--- src/hdl/gtu_pkg.sv ---
// constants, field positions and mode codes of the general timer unit
// Summary of operation
// - Two 16-bit halves run independently or join as one 32-bit timer or clock.
// - Reset: inactive, controls cleared, counters and loads 0xFFFF, prescales 0x00.
// - Config value 0 selects 32-bit timer, value 1 selects 32-bit clock.
// - 32-bit load write fills low load from bits 15:0, high from upper half.
// - 32-bit read of low count gives high half above low half.
// - 32-bit timer takes one-shot or periodic from low mode field only.
// - Setting low enable starts the joined counter down from its preload.
// - At zero the joined counter reloads the joined load on next cycle.
// - One-shot stops and clears low enable after reload; periodic keeps counting.
// - Zero sets low timeout raw flag, held until software clears it.
// - Unmasked timeout also sets the masked timeout flag.
// - With trigger enable, one-clock output pulse while counter sits at zero.
// - Load rewrite while counting is taken next cycle, counting continues.
// - Low stall bit freezes the counter while stall request stays high.
// - Clock mode counts up, loaded with 0x00000001 when first selected.
// - Clock mode advances on the dedicated slow clock pin only.
// - On count equal match, clock rolls to zero and keeps counting.
// - Clock match sets raw flag, and masked flag plus interrupt if unmasked.
// - Writing the clock clear bit clears both clock match flags.
// - Stall override bit makes either stall bit ineffective.
// - 32-bit modes act as one timer; 16-bit mode halves are independent.
// - Odd capture pin serves 16-bit mode, even capture pin 32-bit mode.
// - Config value 0x4 selects split 16-bit operation.
package gtu_pkg;
   typedef enum logic [2:0] {
      GTU_CFG_32_TIMER = 3'h0,
      GTU_CFG_32_CLOCK = 3'h1,
      GTU_CFG_16_SPLIT = 3'h4
   } gtu_cfg_t;

   localparam logic [2:0]  GTU_CFG_RESET      = 3'h0;
   localparam logic [15:0] GTU_HALF_RESET     = 16'hFFFF;
   localparam logic [7:0]  GTU_PRESCALE_RESET = 8'h00;
   localparam logic [31:0] GTU_CLOCK_FIRST    = 32'h0000_0001;
   localparam logic [31:0] GTU_MATCH_RESET    = 32'hFFFF_FFFF;

   // low and high mode field codes
   localparam logic [1:0]  GTU_MODE_ONE_SHOT  = 2'h1;
   localparam logic [1:0]  GTU_MODE_PERIODIC  = 2'h2;

   // control word bit positions
   localparam int          GTU_CTL_LOW_EN     = 0;
   localparam int          GTU_CTL_LOW_STALL  = 1;
   localparam int          GTU_CTL_CLK_OVR    = 4;
   localparam int          GTU_CTL_LOW_TRIG   = 5;
   localparam int          GTU_CTL_HIGH_EN    = 8;
   localparam int          GTU_CTL_HIGH_STALL = 9;
   localparam logic [15:0] GTU_CTL_MASK       = 16'h0333;
   localparam logic [15:0] GTU_CTL_RESET      = 16'h0000;

   // interrupt flag positions
   localparam int          GTU_FLAG_W         = 4;
   localparam int          GTU_FLAG_LOW_TO    = 0;
   localparam int          GTU_FLAG_HIGH_TO   = 1;
   localparam int          GTU_FLAG_CLOCK     = 3;
   localparam logic [3:0]  GTU_FLAG_RESET     = 4'h0;
endpackage

--- src/hdl/gtu_half_if.sv ---
// signals between the timer control and one 16-bit half counter
`timescale 1ns/1ps
interface gtu_half_if;
   logic        load;
   logic [15:0] load_val;
   logic        step;
   logic        up;
   logic [15:0] count;
   logic        at_zero;
   logic        at_max;
   modport ctrl (output load, load_val, step, up, input count, at_zero, at_max);
   modport cnt  (input load, load_val, step, up, output count, at_zero, at_max);
endinterface

--- src/hdl/gtu_half_counter.sv ---
// one 16-bit up/down half counter with load
`timescale 1ns/1ps
module gtu_half_counter (
   input wire logic clock,
   input wire logic resetn,
   gtu_half_if.cnt  hif
);
   // load beats stepping so a rewrite is never lost
   always_ff @(posedge clock) begin
      if (!resetn) begin
         hif.count <= gtu_pkg::GTU_HALF_RESET;
      end else if (hif.load) begin
         hif.count <= hif.load_val;
      end else if (hif.step) begin
         hif.count <= hif.up ? hif.count + 16'h0001 : hif.count - 16'h0001;
      end
   end

   // carry and borrow taps for joining halves
   assign hif.at_zero = (hif.count == 16'h0000);
   assign hif.at_max  = (hif.count == 16'hFFFF);
endmodule // gtu_half_counter

--- src/hdl/gtu_slow_sync.sv ---
// slow clock pin synchroniser with rising edge tick
`timescale 1ns/1ps
module gtu_slow_sync (
   input  wire logic clock,
   input  wire logic resetn,
   input  wire logic pin,
   output logic      tick
);
   logic s1;
   logic s2;
   logic s3;

   // first stage feeds only the second, edge taken after
   always_ff @(posedge clock) begin
      if (!resetn) begin
         s1   <= 1'b0;
         s2   <= 1'b0;
         s3   <= 1'b0;
         tick <= 1'b0;
      end else begin
         s1   <= pin;
         s2   <= s1;
         s3   <= s2;
         tick <= s2 & ~s3;
      end
   end
endmodule // gtu_slow_sync

--- src/hdl/gtu_top.sv ---
// general timer unit: two halves, 32-bit timer, 32-bit clock, split mode
`timescale 1ns/1ps
module gtu_top (
   input  wire logic        clock,
   input  wire logic        resetn,
   input  wire logic        cfg_wr,
   input  wire logic [2:0]  cfg_wdata,
   input  wire logic [1:0]  low_mode_field,
   input  wire logic [1:0]  high_mode_field,
   input  wire logic        ctl_wr,
   input  wire logic [15:0] ctl_wdata,
   input  wire logic        low_load_wr,
   input  wire logic [31:0] low_load_wdata,
   input  wire logic        high_load_wr,
   input  wire logic [15:0] high_load_wdata,
   input  wire logic        low_prescale_wr,
   input  wire logic        high_prescale_wr,
   input  wire logic [7:0]  prescale_wdata,
   input  wire logic        match_wr,
   input  wire logic [31:0] match_wdata,
   input  wire logic [3:0]  irq_mask_reg,
   input  wire logic        irq_clear_wr,
   input  wire logic [3:0]  irq_clear_reg,
   input  wire logic        stall_req,
   input  wire logic        slow_clock_pin,
   input  wire logic [1:0]  capture_compare_pin,
   output logic [2:0]       timer_config_reg,
   output logic [15:0]      timer_control_reg,
   output logic [31:0]      low_count_value,
   output logic [15:0]      high_count_value,
   output logic [15:0]      low_interval_load,
   output logic [15:0]      high_interval_load,
   output logic [7:0]       low_prescale_reg,
   output logic [7:0]       high_prescale_reg,
   output logic [31:0]      low_match_reg,
   output logic [3:0]       raw_irq_status,
   output logic [3:0]       masked_irq_status,
   output logic             timer_irq,
   output logic             trigger_out,
   output logic             capture_level
);
   gtu_half_if lo_if ();
   gtu_half_if hi_if ();
   logic        slow_tick, clock_seen, is_32t, is_clk, is_16;
   logic        stall_lo, stall_hi, stall_any, run32, zero32, first_clock;
   logic        hit_lo, hit_hi, hit_clock, arrive_lo, clr_en_lo, clr_en_hi;
   logic [31:0] cnt32;
   logic [3:0]  clr_mask;
   logic [3:0]  next_raw;

   gtu_half_counter u_low (
      .clock  (clock),
      .resetn (resetn),
      .hif    (lo_if)
   );
   gtu_half_counter u_high (
      .clock  (clock),
      .resetn (resetn),
      .hif    (hi_if)
   );
   // slow pin is the only time base of clock mode
   gtu_slow_sync u_slow (
      .clock  (clock),
      .resetn (resetn),
      .pin    (slow_clock_pin),
      .tick   (slow_tick)
   );

   // mode decode and stall qualification
   assign is_32t    = (timer_config_reg == gtu_pkg::GTU_CFG_32_TIMER);
   assign is_clk    = (timer_config_reg == gtu_pkg::GTU_CFG_32_CLOCK);
   assign is_16     = (timer_config_reg == gtu_pkg::GTU_CFG_16_SPLIT);
   assign stall_lo  = stall_req & timer_control_reg[gtu_pkg::GTU_CTL_LOW_STALL]
                      & ~timer_control_reg[gtu_pkg::GTU_CTL_CLK_OVR];
   assign stall_hi  = stall_req & timer_control_reg[gtu_pkg::GTU_CTL_HIGH_STALL]
                      & ~timer_control_reg[gtu_pkg::GTU_CTL_CLK_OVR];
   assign stall_any = stall_lo | stall_hi;
   assign cnt32     = {hi_if.count, lo_if.count};
   assign zero32    = lo_if.at_zero & hi_if.at_zero;
   assign run32     = is_32t & timer_control_reg[gtu_pkg::GTU_CTL_LOW_EN] & ~stall_lo;
   assign first_clock = cfg_wr & (cfg_wdata == gtu_pkg::GTU_CFG_32_CLOCK) & ~clock_seen;

   // counter steering per mode; first clock selection overrides all
   always_comb begin
      lo_if.load     = 1'b0;
      lo_if.load_val = gtu_pkg::GTU_HALF_RESET;
      lo_if.step     = 1'b0;
      lo_if.up       = 1'b0;
      hi_if.load     = 1'b0;
      hi_if.load_val = gtu_pkg::GTU_HALF_RESET;
      hi_if.step     = 1'b0;
      hi_if.up       = 1'b0;
      hit_lo         = 1'b0;
      hit_hi         = 1'b0;
      hit_clock      = 1'b0;
      arrive_lo      = 1'b0;
      clr_en_lo      = 1'b0;
      clr_en_hi      = 1'b0;
      if (first_clock) begin
         lo_if.load     = 1'b1;
         hi_if.load     = 1'b1;
         lo_if.load_val = gtu_pkg::GTU_CLOCK_FIRST[15:0];
         hi_if.load_val = gtu_pkg::GTU_CLOCK_FIRST[31:16];
      end else begin
         unique case (timer_config_reg)
            gtu_pkg::GTU_CFG_32_TIMER: begin
               if (low_load_wr) begin
                  lo_if.load     = 1'b1;
                  hi_if.load     = 1'b1;
                  lo_if.load_val = low_load_wdata[15:0];
                  hi_if.load_val = low_load_wdata[31:16];
               end else if (run32 && zero32) begin
                  lo_if.load     = 1'b1;
                  hi_if.load     = 1'b1;
                  lo_if.load_val = low_interval_load;
                  hi_if.load_val = high_interval_load;
                  hit_lo         = 1'b1;
                  clr_en_lo      = (low_mode_field == gtu_pkg::GTU_MODE_ONE_SHOT);
               end else if (run32) begin
                  lo_if.step = 1'b1;
                  hi_if.step = lo_if.at_zero;
                  arrive_lo  = (cnt32 == 32'h0000_0001);
               end
            end
            gtu_pkg::GTU_CFG_32_CLOCK: begin
               if (slow_tick && timer_control_reg[gtu_pkg::GTU_CTL_LOW_EN]
                   && !stall_any) begin
                  if (cnt32 == low_match_reg) begin
                     lo_if.load     = 1'b1;
                     hi_if.load     = 1'b1;
                     lo_if.load_val = 16'h0000;
                     hi_if.load_val = 16'h0000;
                     hit_clock      = 1'b1;
                  end else begin
                     lo_if.step = 1'b1;
                     lo_if.up   = 1'b1;
                     hi_if.step = lo_if.at_max;
                     hi_if.up   = 1'b1;
                  end
               end
            end
            gtu_pkg::GTU_CFG_16_SPLIT: begin
               // each half keeps its own enable, mode and load
               if (low_load_wr) begin
                  lo_if.load     = 1'b1;
                  lo_if.load_val = low_load_wdata[15:0];
               end else if (timer_control_reg[gtu_pkg::GTU_CTL_LOW_EN] && !stall_lo) begin
                  if (lo_if.at_zero) begin
                     lo_if.load     = 1'b1;
                     lo_if.load_val = low_interval_load;
                     hit_lo         = 1'b1;
                     clr_en_lo      = (low_mode_field == gtu_pkg::GTU_MODE_ONE_SHOT);
                  end else begin
                     lo_if.step = 1'b1;
                     arrive_lo  = (lo_if.count == 16'h0001);
                  end
               end
               if (high_load_wr) begin
                  hi_if.load     = 1'b1;
                  hi_if.load_val = high_load_wdata;
               end else if (timer_control_reg[gtu_pkg::GTU_CTL_HIGH_EN] && !stall_hi) begin
                  if (hi_if.at_zero) begin
                     hi_if.load     = 1'b1;
                     hi_if.load_val = high_interval_load;
                     hit_hi         = 1'b1;
                     clr_en_hi      = (high_mode_field == gtu_pkg::GTU_MODE_ONE_SHOT);
                  end else begin
                     hi_if.step = 1'b1;
                  end
               end
            end
         endcase
      end
   end

   // configuration: illegal codes are dropped so the decode stays total
   always_ff @(posedge clock) begin
      if (!resetn) begin
         timer_config_reg <= gtu_pkg::GTU_CFG_RESET;
         clock_seen       <= 1'b0;
      end else if (cfg_wr && (cfg_wdata == gtu_pkg::GTU_CFG_32_TIMER
                   || cfg_wdata == gtu_pkg::GTU_CFG_32_CLOCK
                   || cfg_wdata == gtu_pkg::GTU_CFG_16_SPLIT)) begin
         timer_config_reg <= cfg_wdata;
         clock_seen       <= clock_seen | (cfg_wdata == gtu_pkg::GTU_CFG_32_CLOCK);
      end
   end

   // control word; a software write outranks the hardware enable clear
   always_ff @(posedge clock) begin
      if (!resetn) begin
         timer_control_reg <= gtu_pkg::GTU_CTL_RESET;
      end else if (ctl_wr) begin
         timer_control_reg <= ctl_wdata & gtu_pkg::GTU_CTL_MASK;
      end else begin
         if (clr_en_lo) begin
            timer_control_reg[gtu_pkg::GTU_CTL_LOW_EN] <= 1'b0;
         end
         if (clr_en_hi) begin
            timer_control_reg[gtu_pkg::GTU_CTL_HIGH_EN] <= 1'b0;
         end
      end
   end

   // interval loads; the 32-bit write spans both halves
   always_ff @(posedge clock) begin
      if (!resetn) begin
         low_interval_load  <= gtu_pkg::GTU_HALF_RESET;
         high_interval_load <= gtu_pkg::GTU_HALF_RESET;
      end else begin
         if (low_load_wr) begin
            low_interval_load <= low_load_wdata[15:0];
         end
         if (low_load_wr && !is_16) begin
            high_interval_load <= low_load_wdata[31:16];
         end else if (high_load_wr) begin
            high_interval_load <= high_load_wdata;
         end
      end
   end

   // prescales are held for read back only, no mode counts with them; match for clock mode
   always_ff @(posedge clock) begin
      if (!resetn) begin
         low_prescale_reg  <= gtu_pkg::GTU_PRESCALE_RESET;
         high_prescale_reg <= gtu_pkg::GTU_PRESCALE_RESET;
         low_match_reg     <= gtu_pkg::GTU_MATCH_RESET;
      end else begin
         if (low_prescale_wr) begin
            low_prescale_reg <= prescale_wdata;
         end
         if (high_prescale_wr) begin
            high_prescale_reg <= prescale_wdata;
         end
         if (match_wr) begin
            low_match_reg <= match_wdata;
         end
      end
   end

   // flags: a set in the clearing cycle wins
   assign clr_mask = irq_clear_wr ? irq_clear_reg : 4'h0;
   always_comb begin
      next_raw = raw_irq_status & ~clr_mask;
      next_raw[gtu_pkg::GTU_FLAG_LOW_TO]  = next_raw[gtu_pkg::GTU_FLAG_LOW_TO] | hit_lo;
      next_raw[gtu_pkg::GTU_FLAG_HIGH_TO] = next_raw[gtu_pkg::GTU_FLAG_HIGH_TO] | hit_hi;
      next_raw[gtu_pkg::GTU_FLAG_CLOCK]   = next_raw[gtu_pkg::GTU_FLAG_CLOCK] | hit_clock;
   end

   always_ff @(posedge clock) begin
      if (!resetn) begin
         raw_irq_status    <= gtu_pkg::GTU_FLAG_RESET;
         masked_irq_status <= gtu_pkg::GTU_FLAG_RESET;
         timer_irq         <= 1'b0;
      end else begin
         raw_irq_status    <= next_raw;
         masked_irq_status <= next_raw & irq_mask_reg;
         timer_irq         <= |(next_raw & irq_mask_reg);
      end
   end

   // trigger rises with the edge that brings the count to zero
   always_ff @(posedge clock) begin
      if (!resetn) begin
         trigger_out <= 1'b0;
      end else begin
         trigger_out <= timer_control_reg[gtu_pkg::GTU_CTL_LOW_TRIG] & arrive_lo;
      end
   end

   // read views, registered, so they trail the counters by one cycle
   always_ff @(posedge clock) begin
      if (!resetn) begin
         low_count_value  <= {16'h0000, gtu_pkg::GTU_HALF_RESET};
         high_count_value <= gtu_pkg::GTU_HALF_RESET;
         capture_level    <= 1'b0;
      end else begin
         low_count_value  <= is_16 ? {16'h0000, lo_if.count} : cnt32;
         high_count_value <= hi_if.count;
         capture_level    <= is_16 ? capture_compare_pin[1] : capture_compare_pin[0];
      end
   end
endmodule // gtu_top

--- config.mk ---
export PLATFORM = sky130hd
export DESIGN_NAME = gtu_top
export DESIGN_NICKNAME = d
export VERILOG_FILES = /design/src/hdl/gtu_pkg.sv /design/src/hdl/gtu_half_if.sv /design/src/hdl/gtu_half_counter.sv /design/src/hdl/gtu_slow_sync.sv /design/src/hdl/gtu_top.sv
export SDC_FILE = /design/constraint.sdc
export NUM_CORES = 1
export LEC_CHECK = 0
export ABC_CLOCK_PERIOD_IN_PS = 3800
export BUFFER_PORTS_ARGS = -buffer_cell sky130_fd_sc_hd__buf_2
export CORE_ASPECT_RATIO = 1.5
export CORE_MARGIN = 2
export CORE_UTILIZATION = 49
export CTS_BUF_LIST = sky130_fd_sc_hd__clkbuf_2
export DETAILED_ROUTE_END_ITERATION = 8
export GPL_TIMING_DRIVEN = 0
export MAX_ROUTING_LAYER = met4
export PLACE_DENSITY = 0.88
export SLEW_MARGIN = 10
export SYNTH_ARGS = -nofsm -noshare
export SYNTH_HDL_FRONTEND = slang
export SYNTH_HIERARCHICAL = 1
export SYNTH_SLANG_ARGS = --single-unit
--- constraint.sdc ---
create_clock -name clock -period 3.8 [get_ports clock]
set_input_delay 0.76 -clock clock [delete_from_list [all_inputs] [get_ports clock]]
set_output_delay 0.76 -clock clock [all_outputs]
set_load 0.01 [all_outputs]
==> results.yml <==
run_status:
  outcome: "complete, but fails checks"
  violations: "design-rule violations"
sta:
  finalCritPeriodShare_pct: 98.6
  fmax_ghz: 0.267
  period_needed_ns: 3.75
  finalHoldViolCount: 0
  tightest_slew_ns: 0.900
  fin_hold_ws_ns: 0.0950
  setup_viol: 0
  relSlewSlack_pct: 40.0
  timing.final.max_slew_violations: 0
  fin_skew_ns: 0.0585
  finalSetupTns_ns: 0
setup_path:
  r2r_slack_ns: 0.05
  rr_worst_depth: 14
  crit_path_end_kind: "flip-flop"
  cp.required_ns: 4.54
  critical_path_arrival_ns: 4.49
  critPathKind: "flip-flop to flip-flop"
  cp_max_fo: 7
  critPathLaunchType: "flip-flop"
  r2r-start: "u_low/hif.count[6]$_SDFFE_PN1P_"
  worstReg2RegEnd: "u_high/hif.count[6]$_SDFFE_PN1P_"
grt:
  grt_pass1_wl_um: 50200
  globalRouteOverflowTotal: 0
  grtUsageTotal_pct: 31.3
  grt_pass1_vias: 9361
  grt_max_degree: 17
  antenna_found_initial: 1
floorplan:
  start_util_pct: 49.8
  io_pins: 291
  die_height_um: 178
  rows: 63
  die-area_um2: 21300
  core-area_um2: 19800
  die_w_um: 120
clock_tree:
  clk_latency_ns: 0.84
  cts-root-buf: "clkbuf_2"
  cts_tree: "built"
  hold_buffers: 0
  htreeDepth: 4
  cts_buffers: 17
  clock_sinks: 185
  clockBufferDepth: 2
  clkTransAtPathRegs_ns: 0.29
pwr:
  ir_drop_mv: 0.185
  p_leak_nw: 5.04
  p_per_area_nw_per_um2: 369
hold_path:
  min_path_cells: 2
  whs_endpoint: "raw_irq_status[2]$_SDFF_PN0_"
  hold_path_class: "primary input to flip-flop"
  hold_start: "irq_clear_reg[2]"
detailed_routing:
  drt-met1-wl_um: 12500
  routed-wl-met2_um: 17400
  viasPerCell: 5.93
  drc: 1
  route.vias.total: 9888
  maxUsedRoutingLayer: "met4"
  drt_pre_antenna_iters: 8
  final_antenna_net_count: 0
  wl_um: 33800
  drtIter0Drc: 911
  wl_met3_um: 2060
  routedWlPerCell_um: 20.3
layout:
  stdcell_count: 1667
  multi_input_area_um2: 5770
  final_net_count: 1560
  drive_gt1_share_pct: 28.0
  area_growth_syn_to_layout_pct: 21.1
  regArea_um2: 3750
  layout_commonest_cell: "buf_2"
  final_cell_mix: "buf_2 (277), dfxtp_1 (161), nand2_1 (143)"
  nFillCells: 1712
yosys:
  avgSynthCellArea_um2: 8.98
  ys_warn_count: 6
  syn_inst: 1098
  syn-cell-area_um2: 9860
placed_design:
  dp_hpwl_um: 26200
  dp.cells: 1632
  port_buffers: 265
  place_congestion: 1.01
run:
  maxCapViolations: 0
power breakdown:
group | leakage [nW] | internal (mW) | total [mW] | switching [mW]
Sequential | 1.52 | 2.09 | 2.27 | 0.181
Combinational | 3.38 | 0.467 | 1.09 | 0.623
Clock | 0.132 | 0.355 | 1.05 | 0.697
area by class of cell:
type | instances | share of cell area, %
sequential | 185 | 31.4
multi-input combinational | 823 | 48.3
buffer | 74 | 3.24
clock buffer | 17 | 0.713
inverter | 25 | 0.828
antenna | 1 | 0.0210
timing repair buffer | 271 | 11.5
clock inverter | 11 | 1.27
tap | 260 | 2.73
critical path, cell delays in order (launching register included):
cell and delay (ns):
dfxtp_2 0.53, xor2_1 0.12, nor4_2 0.39, nand4_1 0.24, o21ai_2 0.27, nor2_4 0.11, buf_4 0.16, fa_1 0.47
nor2b_4 0.19, o31a_4 0.17, o21ai_1 0.07, nor2b_1 0.15, xnor2_1 0.40, mux2i_1 0.16, o211ai_1 0.20
per-layer routing:
layer	vias up	global-route usage [%]
met2	516	55.1
li1	4606	-
met4	0	17.8
met3	120	4.27
met5	-	-
met1	4646	33.7
per-stage QoR:
step / total power [mW] / worst slack [ns] / util [%] / cell area (µm²)
CTS: 4.38 / 0.00173 / 59.9 / 11900
detailed placement: 3.34 / -0.785 / 58.4 / 11500
global placement: 3.32 / -0.810 / 58.4 / 11500
floorplan: 2.92 / 0.0932 / - / 9900
finish: 4.41 / 0.0526 / 60.3 / 11900
global route: 4.57 / -0.0306 / 60.3 / 11900
timing repair:
action / 4_1_cts / 5_1_grt
pin swaps: 3 / 2
gates resized for setup: 27 / 17
setup endpoints to repair: 22 / 18
setup buffers: 3 / 3
worst max path at each step:
| stage | slack (ns) | start | depth (start not counted) | endpoint |
|---|---|---|---|---|
| 6_report | 0.05 | u_low/hif.count[6]$_SDFFE_PN1P_ | 14 | u_high/hif.count[6]$_SDFFE_PN1P_ |
| 5_1_grt | -0.03 | timer_config_reg[2]$_SDFFE_PN0P_ | 15 | u_high/hif.count[13]$_SDFFE_PN1P_ |
| 4_1_cts | 0.002 | u_high/hif.count[9]$_SDFFE_PN1P_ | 14 | u_high/hif.count[13]$_SDFFE_PN1P_ |
| 3_5_place_dp | -0.78 | cfg_wdata[1] | 15 | u_high/hif.count[13]$_SDFFE_PN1P_ |
| 3_3_place_gp | -0.81 | cfg_wdata[1] | 15 | u_high/hif.count[13]$_SDFFE_PN1P_ |
| 2_1_floorplan | 0.09 | cfg_wdata[1] | 14 | u_high/hif.count[14]$_SDFFE_PN1P_ |
Note: power is estimated with default switching activity, not from simulation.
